File: config.mk
export PLATFORM = sky130hd
export DESIGN_NAME = gigabit_autoneg_phy_regs
export DESIGN_NICKNAME = d
export VERILOG_FILES = /design/src/gigabit_autoneg_phy_pkg.sv /design/src/gigabit_autoneg_phy_regs.sv
export SDC_FILE = /design/constraint.sdc
export NUM_CORES = 1
export LEC_CHECK = 0
export BUFFER_PORTS_ARGS = -buffer_cell sky130_fd_sc_hd__buf_2
export CORE_MARGIN = 2
export CORE_UTILIZATION = 25
export DETAILED_ROUTE_END_ITERATION = 7
export PLACE_DENSITY = 0.4
export SLEW_MARGIN = 20
export SYNTH_ARGS = -nofsm -noshare
export SYNTH_HDL_FRONTEND = slang
export SYNTH_SLANG_ARGS = --single-unit
File: constraint.sdc
create_clock -name mclk -period 1.8 [get_ports mclk]
set_clock_uncertainty 0.05 [all_clocks]
set_input_delay 0.18 -clock mclk [delete_from_list [all_inputs] [get_ports mclk]]
set_output_delay 0.18 -clock mclk [all_outputs]
set_load 0.01 [all_outputs]
File: src/gigabit_autoneg_phy_pkg.sv
// package: offsets, field positions, reset values and state of the
// gigabit auto-negotiation register bank.
// assumes a 5-bit management register address and 16-bit registers.
package gigabit_autoneg_phy_pkg;

   // ----------------------------------------------------------------
   // register offsets
   // ----------------------------------------------------------------
   localparam logic [4:0] ADDR_EXPANSION = 5'h06;
   localparam logic [4:0] ADDR_NP_TX = 5'h07;
   localparam logic [4:0] ADDR_NP_RX = 5'h08;
   localparam logic [4:0] ADDR_GB_CTRL = 5'h09;
   localparam logic [4:0] ADDR_GB_STAT = 5'h0A;
   localparam logic [4:0] ADDR_GB_EXT = 5'h0F;

   // ----------------------------------------------------------------
   // field positions
   // ----------------------------------------------------------------
   localparam int EXP_PD_FAULT = 4;
   localparam int EXP_LP_NP = 3;
   localparam int EXP_LOC_NP = 2;
   localparam int EXP_PAGE_RX = 1;
   localparam int EXP_LP_AN = 0;
   localparam int NP_NEXT = 15;
   localparam int NP_MSG_PAGE = 13;
   localparam int NP_ACK2 = 12;
   localparam int NP_TOGGLE = 11;
   localparam int GC_TM_LSB = 13;
   localparam int GC_MANUAL = 12;
   localparam int GC_MS_VAL = 11;
   localparam int GC_PORT = 10;
   localparam int GC_ADV_FD = 9;
   localparam int GC_ADV_HD = 8;
   localparam int GS_MS_FAULT = 15;
   localparam int GS_MS_RES = 14;
   localparam int GS_LOC_RX = 13;
   localparam int GS_REM_RX = 12;
   localparam int GS_LP_FD = 11;
   localparam int GS_LP_HD = 10;

   // ----------------------------------------------------------------
   // reset and constant values
   // ----------------------------------------------------------------
   localparam logic [10:0] NP_MSG_RST = 11'h001;
   localparam logic NP_MSG_PAGE_RST = 1'b1;
   localparam logic LOC_NP_ABLE = 1'b1;
   localparam logic [2:0] TM_RST = 3'h0;
   localparam logic [7:0] IDLE_MSB_RST = 8'h00;
   localparam logic [15:0] IDLE_MAX = 16'hFFFF;
   localparam logic [15:0] GB_EXT_VAL = 16'h3000;

   // ----------------------------------------------------------------
   // test mode codes
   // ----------------------------------------------------------------
   localparam logic [2:0] TM_NORMAL = 3'h0;
   localparam logic [2:0] TM_JITTER = 3'h1;
   localparam logic [2:0] TM_JIT_MASTER = 3'h2;
   localparam logic [2:0] TM_JIT_SLAVE = 3'h3;
   localparam logic [2:0] TM_DISTORT = 3'h4;

   // ----------------------------------------------------------------
   // block state
   // ----------------------------------------------------------------
   typedef struct packed {
      logic [15:0] rdData;
      logic pdFault;
      logic lpNp;
      logic pageRx;
      logic lpAn;
      logic [15:0] rxWord;
      logic txNext;
      logic txMsgPage;
      logic txAck2;
      logic txToggle;
      logic [10:0] txMsg;
      logic [2:0] testMode;
      logic manual;
      logic msValue;
      logic portMulti;
      logic advFd;
      logic advHd;
      logic [7:0] ctrlResv;
      logic roleMaster;
      logic msFault;
      logic locRxOk;
      logic remRxOk;
      logic lpFd;
      logic lpHd;
      logic [15:0] idleCnt;
   } state_t;

endpackage : gigabit_autoneg_phy_pkg

File: src/gigabit_autoneg_phy_regs.sv
// module: management register bank for the auto-negotiation expansion,
// next-page, gigabit control/status and extended status registers.
// assumes core status inputs synchronous to mclk; one-cycle pulses for
// page arrival and idle errors.
`timescale 1ns/1ps

module gigabit_autoneg_phy_regs (
   // clock, reset, enable
   input wire logic mclk,
   input wire logic reset_n,
   input wire logic clkEn,
   // register port
   input wire logic [4:0] regAddr,
   input wire logic [15:0] regWrData,
   input wire logic regWrite,
   input wire logic regRead,
   output logic [15:0] regRdData,
   // negotiation status from the core
   input wire logic parDetFault,
   input wire logic lpNextPageAble,
   input wire logic lpAutonegAble,
   input wire logic pageReceived,
   input wire logic [15:0] rxCodeWord,
   input wire logic txAck2In,
   input wire logic txToggleIn,
   // gigabit status from the core
   input wire logic autoRoleMaster,
   input wire logic msConfigFault,
   input wire logic localRxOk,
   input wire logic remoteRxOk,
   input wire logic lpGigFullDuplex,
   input wire logic lpGigHalfDuplex,
   input wire logic idleError,
   // controls to the core
   output logic [15:0] txCodeWord,
   output logic [2:0] testMode,
   output logic manualRole,
   output logic roleMaster,
   output logic preferMultiPort,
   output logic advGigFullDuplex,
   output logic advGigHalfDuplex
);
   import gigabit_autoneg_phy_pkg::*;

   // ----------------------------------------------------------------
   // read-back decode
   // ----------------------------------------------------------------
   function automatic logic [15:0] regValue(input logic [4:0] a,
                                            input state_t s);
      logic [15:0] v;
      v = 16'h0000;
      unique case (a)
         ADDR_EXPANSION: begin
            v[EXP_PD_FAULT] = s.pdFault;
            v[EXP_LP_NP] = s.lpNp;
            v[EXP_LOC_NP] = LOC_NP_ABLE;
            v[EXP_PAGE_RX] = s.pageRx;
            v[EXP_LP_AN] = s.lpAn;
         end
         ADDR_NP_TX: begin
            v[NP_NEXT] = s.txNext;
            v[NP_MSG_PAGE] = s.txMsgPage;
            v[NP_ACK2] = s.txAck2;
            v[NP_TOGGLE] = s.txToggle;
            v[10:0] = s.txMsg;
         end
         ADDR_NP_RX: begin
            v = {1'b0, s.rxWord[14:0]};
         end
         ADDR_GB_CTRL: begin
            v[15:13] = s.testMode;
            v[GC_MANUAL] = s.manual;
            v[GC_MS_VAL] = s.msValue;
            v[GC_PORT] = s.portMulti;
            v[GC_ADV_FD] = s.advFd;
            v[GC_ADV_HD] = s.advHd;
            v[7:0] = s.ctrlResv;
         end
         ADDR_GB_STAT: begin
            v[GS_MS_FAULT] = s.msFault;
            v[GS_MS_RES] = s.roleMaster;
            v[GS_LOC_RX] = s.locRxOk;
            v[GS_REM_RX] = s.remRxOk;
            v[GS_LP_FD] = s.lpFd;
            v[GS_LP_HD] = s.lpHd;
            v[7:0] = s.idleCnt[15:8];
         end
         ADDR_GB_EXT: begin
            v = GB_EXT_VAL;
         end
         default: begin
            v = 16'h0000;
         end
      endcase
      return v;
   endfunction : regValue

   // ----------------------------------------------------------------
   // state
   // ----------------------------------------------------------------
   state_t st_ff;
   state_t nxt_st;
   logic wrTx;
   logic wrCtrl;
   logic rdExp;

   assign wrTx = regWrite && (regAddr == ADDR_NP_TX);
   assign wrCtrl = regWrite && (regAddr == ADDR_GB_CTRL);
   assign rdExp = regRead && (regAddr == ADDR_EXPANSION);

   // ----------------------------------------------------------------
   // next state
   // ----------------------------------------------------------------
   always_comb begin
      nxt_st = st_ff;
      nxt_st.rdData = 16'h0000;
      if (regRead) begin
         nxt_st.rdData = regValue(regAddr, st_ff);
      end
      nxt_st.pdFault = parDetFault;
      nxt_st.lpNp = lpNextPageAble;
      nxt_st.lpAn = lpAutonegAble;
      // a page arriving in the read cycle wins over the clear
      if (pageReceived) begin
         nxt_st.pageRx = 1'b1;
      end else if (rdExp) begin
         nxt_st.pageRx = 1'b0;
      end
      if (pageReceived) begin
         nxt_st.rxWord = rxCodeWord;
      end
      nxt_st.txAck2 = txAck2In;
      nxt_st.txToggle = txToggleIn;
      if (wrTx) begin
         nxt_st.txNext = regWrData[NP_NEXT];
         nxt_st.txMsgPage = regWrData[NP_MSG_PAGE];
         nxt_st.txMsg = regWrData[10:0];
      end
      if (wrCtrl) begin
         // reserved codes are stored as written
         nxt_st.testMode = regWrData[15:13];
         nxt_st.manual = regWrData[GC_MANUAL];
         nxt_st.msValue = regWrData[GC_MS_VAL];
         nxt_st.portMulti = regWrData[GC_PORT];
         nxt_st.advFd = regWrData[GC_ADV_FD];
         nxt_st.advHd = regWrData[GC_ADV_HD];
         nxt_st.ctrlResv = regWrData[7:0];
      end
      // role follows the control value in force now
      if (st_ff.manual) begin
         nxt_st.roleMaster = st_ff.msValue;
      end else begin
         nxt_st.roleMaster = autoRoleMaster;
      end
      nxt_st.msFault = msConfigFault;
      nxt_st.locRxOk = localRxOk;
      nxt_st.remRxOk = remoteRxOk;
      nxt_st.lpFd = lpGigFullDuplex;
      nxt_st.lpHd = lpGigHalfDuplex;
      // counter saturates instead of wrapping
      if (idleError && (st_ff.idleCnt != IDLE_MAX)) begin
         nxt_st.idleCnt = st_ff.idleCnt + 16'h0001;
      end
   end

   // ----------------------------------------------------------------
   // registers
   // ----------------------------------------------------------------
   always_ff @(posedge mclk or negedge reset_n) begin
      if (!reset_n) begin
         st_ff <= '0;
         st_ff.txMsgPage <= NP_MSG_PAGE_RST;
         st_ff.txMsg <= NP_MSG_RST;
         st_ff.testMode <= TM_RST;
      end else if (clkEn) begin
         st_ff <= nxt_st;
      end
   end

   // ----------------------------------------------------------------
   // outputs
   // ----------------------------------------------------------------
   assign regRdData = st_ff.rdData;
   assign txCodeWord = {st_ff.txNext, 1'b0, st_ff.txMsgPage, st_ff.txAck2,
                        st_ff.txToggle, st_ff.txMsg};
   assign testMode = st_ff.testMode;
   assign manualRole = st_ff.manual;
   assign roleMaster = st_ff.roleMaster;
   assign preferMultiPort = st_ff.portMulti;
   assign advGigFullDuplex = st_ff.advFd;
   assign advGigHalfDuplex = st_ff.advHd;
endmodule : gigabit_autoneg_phy_regs

## Word-level counts from Yosys, hierarchy flattened

Cells that the tools add are included.

| operators by class | value |
|---|---|
| add/subtract/negate cells | 1 |
| mux-type cells | 10 |
| reduce and logical (&&, ||, !) cells | 10 |
| equality and inequality tests | 7 |

Operators by type and width:

| kind | number |
|---|---|
| 5-bit case mux with 5 select lines | 1 |
| 5-bit by 4-bit == test with 1-bit output (second input constant) | 4 |
| 4-bit case mux with 5 select lines | 1 |
| 16-bit by 1-bit adder with 16-bit output (second input constant) | 1 |
| 16-bit 2-to-1 mux | 1 |
| 16-bit inequality test (second input constant) | 1 |
| 3-bit case mux with 4 select lines | 1 |
| 5-bit by 3-bit == test with 1-bit output (second input constant) | 2 |
| 2-bit AND reduction | 5 |
| 1-bit case mux with 3 select lines | 2 |
| 2-bit case mux with 3 select lines | 1 |
| 1-bit logical AND | 4 |
| 1-bit 2-to-1 mux | 3 |
| 2-bit nonzero test | 1 |

| word-level totals | value |
|---|---|
| bits of input ports | 55 |
| bits in registers | 88 |
| word-level logic and storage cells | 53 |
| output and inout bits | 40 |

## Longest topological paths before layout

| depth | value |
|---|---|
| depth after elaboration | 4 |
| depth in mapped cells | 7 |

## Worst setup path after synthesis

OpenSTA, ideal clock, no wires.

| timing | value |
|---|---|
| path kind | register to register |
| start point | register st_ff[0] in the netlist's numbering |
| end point | register st_ff[1] in the netlist's numbering |
| clock period less this slack | 1.721 ns |
| path slack | 0.079 ns |
| data required time | 1.625 ns |
| data arrival time | 1.546 ns |
| setup time | 0.125 ns |
| stages on the path, launching flop included | 5 |
| path through | dfrtp_1 -> ha_1 -> nand3_1 -> o41ai_4 -> mux2_4 |

| between the ends | value |
|---|---|
| word-level cells in the longest chain between the ends | 3 |
| elaborated cells on any way between the ends | 4 |
| those cells by class | add/sub: 1; eq/ne: 1; reduce/logical: 2 |

RTL lines:

| element | RTL line | source |
|---|---|---|
| start: declaration | gigabit_autoneg_phy_regs.sv:101 | `state_t st_ff;` |
| start signal: assignment | gigabit_autoneg_phy_regs.sv:176 | `st_ff <= nxt_st;` |
| parallel branches: the longest is 3 deep, another holds 16-bit by 1-bit adder with 16-bit output | - |  |

Several ways; the timed one is not identified.
A chain may end at the register's enable or synchronous reset.

## Worst setup path in the final report

| timing | value |
|---|---|
| start point | register st_ff[0] in the netlist's numbering |
| end point | register st_ff[14] in the netlist's numbering |

Same word-level chain as after synthesis.

==> reports/results.tsv <==
metric	value	unit
status	finished clean	
mean post-synth cell area	12.0	um2
crit path DAT	1.92	ns
Residual DRC	0	
GRT Overall Usage	13.1	%
largest net degree at the start of global routing	33	
largest family of logic cells by synthesized area	multiplexers	
critical path launch point	st_ff[0]$_DFFE_PN0P_	
I/O Pins	95	
via count	3022	
CTS tree	yes	
Post-synth EDFFs	0	
Via density	4.48	
fmax	587	MHz
Max stage delay on crit path	0.46	ns
reg2reg start	st_ff[0]$_DFFE_PN0P_	
largest fanout on the critical path	4	
CP endpoint	st_ff[14]$_DFFE_PN0P_	
Post-Syn Instances	360	
Tmin final	1.70	ns
crit end category	flip-flop	
die area	0.0184	mm2
slowest stage cell, crit path	or3_1	
Power Density	941	mW/mm2
row cnt	48	
Root Buffer Master	clkbuf_16	
Max VDD drop	0.465	mV
number of cells on the worst reg-to-reg path	5	
post-CTS setup buffers	0	
Clock transition at path regs	0.06	ns
First DRT Iteration DRCs	134	
YS warnings	0	
final count of negative-setup-slack endpoints	0	
first-pass GRT wire length	18.0	mm
placed inst area	0.00496	mm2
RePlAce Congestion	0.755	
R2R Path End	st_ff[14]$_DFFE_PN0P_	
Nets	500	
Final Instance Area	0.00529	mm2
period utilisation layout	94.6	%
xor/xnor share of the synthesized area	2.63	%
Post-DP HPWL	8.47	mm
CP Class	reg -> reg	
Clock Latency Late Sink	0.34	ns
Die Span X	135	um
Min Hold Slack	0.0167	ns
Post-Syn Nets	416	
Synth Flop Type	dfrtp_1	
gr ovfl total	0	
TritonCTS buffer count	9	
r2r setup slk	0.1	ns
Max-Cap Viols	0	
total core area	0.0171	mm2
final core utilization	30.9	%
H-Tree Depth	3	
mux cell area share after synthesis	18.9	%
RSZ-0062 raised after global routing	true	
CTS Sinks	88	
final slew viol count	0	
cell leakage power	0.00251	uW
most common cell after layout, fill and taps aside	buf_2	
number of global-route vias before repair	3199	
Hold Path Class	in -> reg	
Fin. Hold Viols	0	
post-CTS sizing	0	
area grow syn2layout	22.4	%
clk buf depth	2	
wire length per cell	16.7	um
Finished Layout Cells	675	
Adder-Cell Fraction of Synth Area	0.289	%
Startpoint Class	flip-flop	
proportion of layout cells with a drive suffix above 1	44.1	%
Routed Antenna Nets	0	
critical-path cell list	ha_1 -> nand3_1 -> or3_1 -> nor3b_1 -> xor2_1	
sequential fraction of the synthesis area	51.0	%
most frequent cells in the layout	buf_2, dfrtp_1, mux2_2	
Yosys reg bits	88	
PortBufs	92	
Synth Area in Simple Gates	10.9	%
TritonRoute pass-1 iters	4	
Compound-Gate Fraction of Synth Area	7.35	%
CP required	2.02	ns
Post-Syn Area	0.00432	mm2
final wirelength	11.3	mm
fraction of registers with async set/reset	100	%
distinct cell type count after synthesis	44	
initial antenna violation count	1	
setup TNS	0	ns
Initial Util	25.3	%
Die Y	135	um
Placed Cells	654	
==> area by class of cell <==
type / instances / area [um2]
clock inverter: 2 / 12.5
tap: 225 / 282
clock buffer: 14 / 274
sequential: 88 / 2200
antenna: 1 / 2.50
multi-input combinational: 214 / 1740
timing repair buffer: 124 / 751
fill: 1787 / 11800
inverter: 7 / 26.3
==> per-stage QoR <==
| step | setup WS, ns | total power [uW] |
|---|---|---|
| after floorplan | 0.0788 | 2910 |
| after global placement | 0.122 | 3190 |
| after detailed placement | 0.101 | 3210 |
| after CTS | 0.0880 | 5080 |
| after global routing | -0.0164 | 5260 |
| final | 0.0963 | 4980 |
==> synth_stat cells (4+ instances only) <==
cell type,n,area share [%]
inv_1,7,0.61
nor3_1,5,0.58
nand4_1,7,1.0
a21oi_1,11,1.3
o2bb2ai_1,4,0.81
o221ai_1,9,1.8
mux2i_1,15,3.5
buf_4,37,6.4
nand2_1,14,1.2
nand2b_1,10,1.4
nor2b_1,5,0.72
buf_2,6,0.69
nor2_1,20,1.7
a22oi_1,6,1.0
dfrtp_1,86,50
mux2_2,54,14
o22ai_1,4,0.58
nand3_1,5,0.58
xnor2_1,4,0.81
xor2_1,9,1.8
mux2_1,4,1.0
clkbuf_1,6,0.52
==> where the power goes <==
group	switching [uW]	internal, uW
Combinational	362	396
Sequential	184	2220
Clock	770	1050
==> worst min path at each step <==
| stage | from | to | slack [ns] | cells after the start |
|---|---|---|---|---|
| 4_1_cts | txAck2In | txCodeWord[12]$_DFFE_PN0P_ | 0.002 | 2 |
| 5_1_grt | txAck2In | txCodeWord[12]$_DFFE_PN0P_ | 0.01 | 2 |
| 2_1_floorplan | reset_n | advGigFullDuplex$_DFFE_PN0P_ | -0.17 | 0 |
| 6_report | txAck2In | txCodeWord[12]$_DFFE_PN0P_ | 0.02 | 2 |
| 3_3_place_gp | reset_n | st_ff[71]$_DFFE_PN0P_ | 0.12 | 1 |
| 3_5_place_dp | reset_n | st_ff[67]$_DFFE_PN0P_ | 0.12 | 1 |
==> metal layers <==
| layer | vias to the layer above | wire (um) | track usage (%) |
|---|---|---|---|
| li1 | 1426 | - | - |
| met5 | - | 0 | 0 |
| met4 | 0 | 310 | 6.13 |
| met1 | 1512 | 5300 | 17.4 |
| met3 | 16 | 349 | 2.47 |
| met2 | 68 | 5340 | 20.8 |
==> registers in the layout, indices dropped and copies added (netlist names) <==
signal            flops
advGigFullDuplex      1
regRdData            16
advGigHalfDuplex      1
st_ff                49
txCodeWord           15
preferMultiPort       1
testMode              3
roleMaster            1
manualRole            1
==> timing repair <==
action | CTS | global route
endpoints found under the hold margin | 31 | 0
setup endpoints to repair | 0 | 6
hold buffers | 4 | 0
==> critical path, delay by kind of cell (launching register included) <==
kind                     cells  cell delay (ns)
XOR/XNOR                     1             0.17
AND/OR/NAND/NOR              3             0.85
flip-flops                   1             0.38
adder cells (fa/ha/maj)      1             0.18
==> cell families after synthesis <==
family / after synthesis
buf+inv: 58
xor+xnor: 13
simple gates: 84
fa+ha+maj: 1
other cells: 1
flops: 88
compound gates: 41
mux: 74
(Power assumes the default switching activity.)
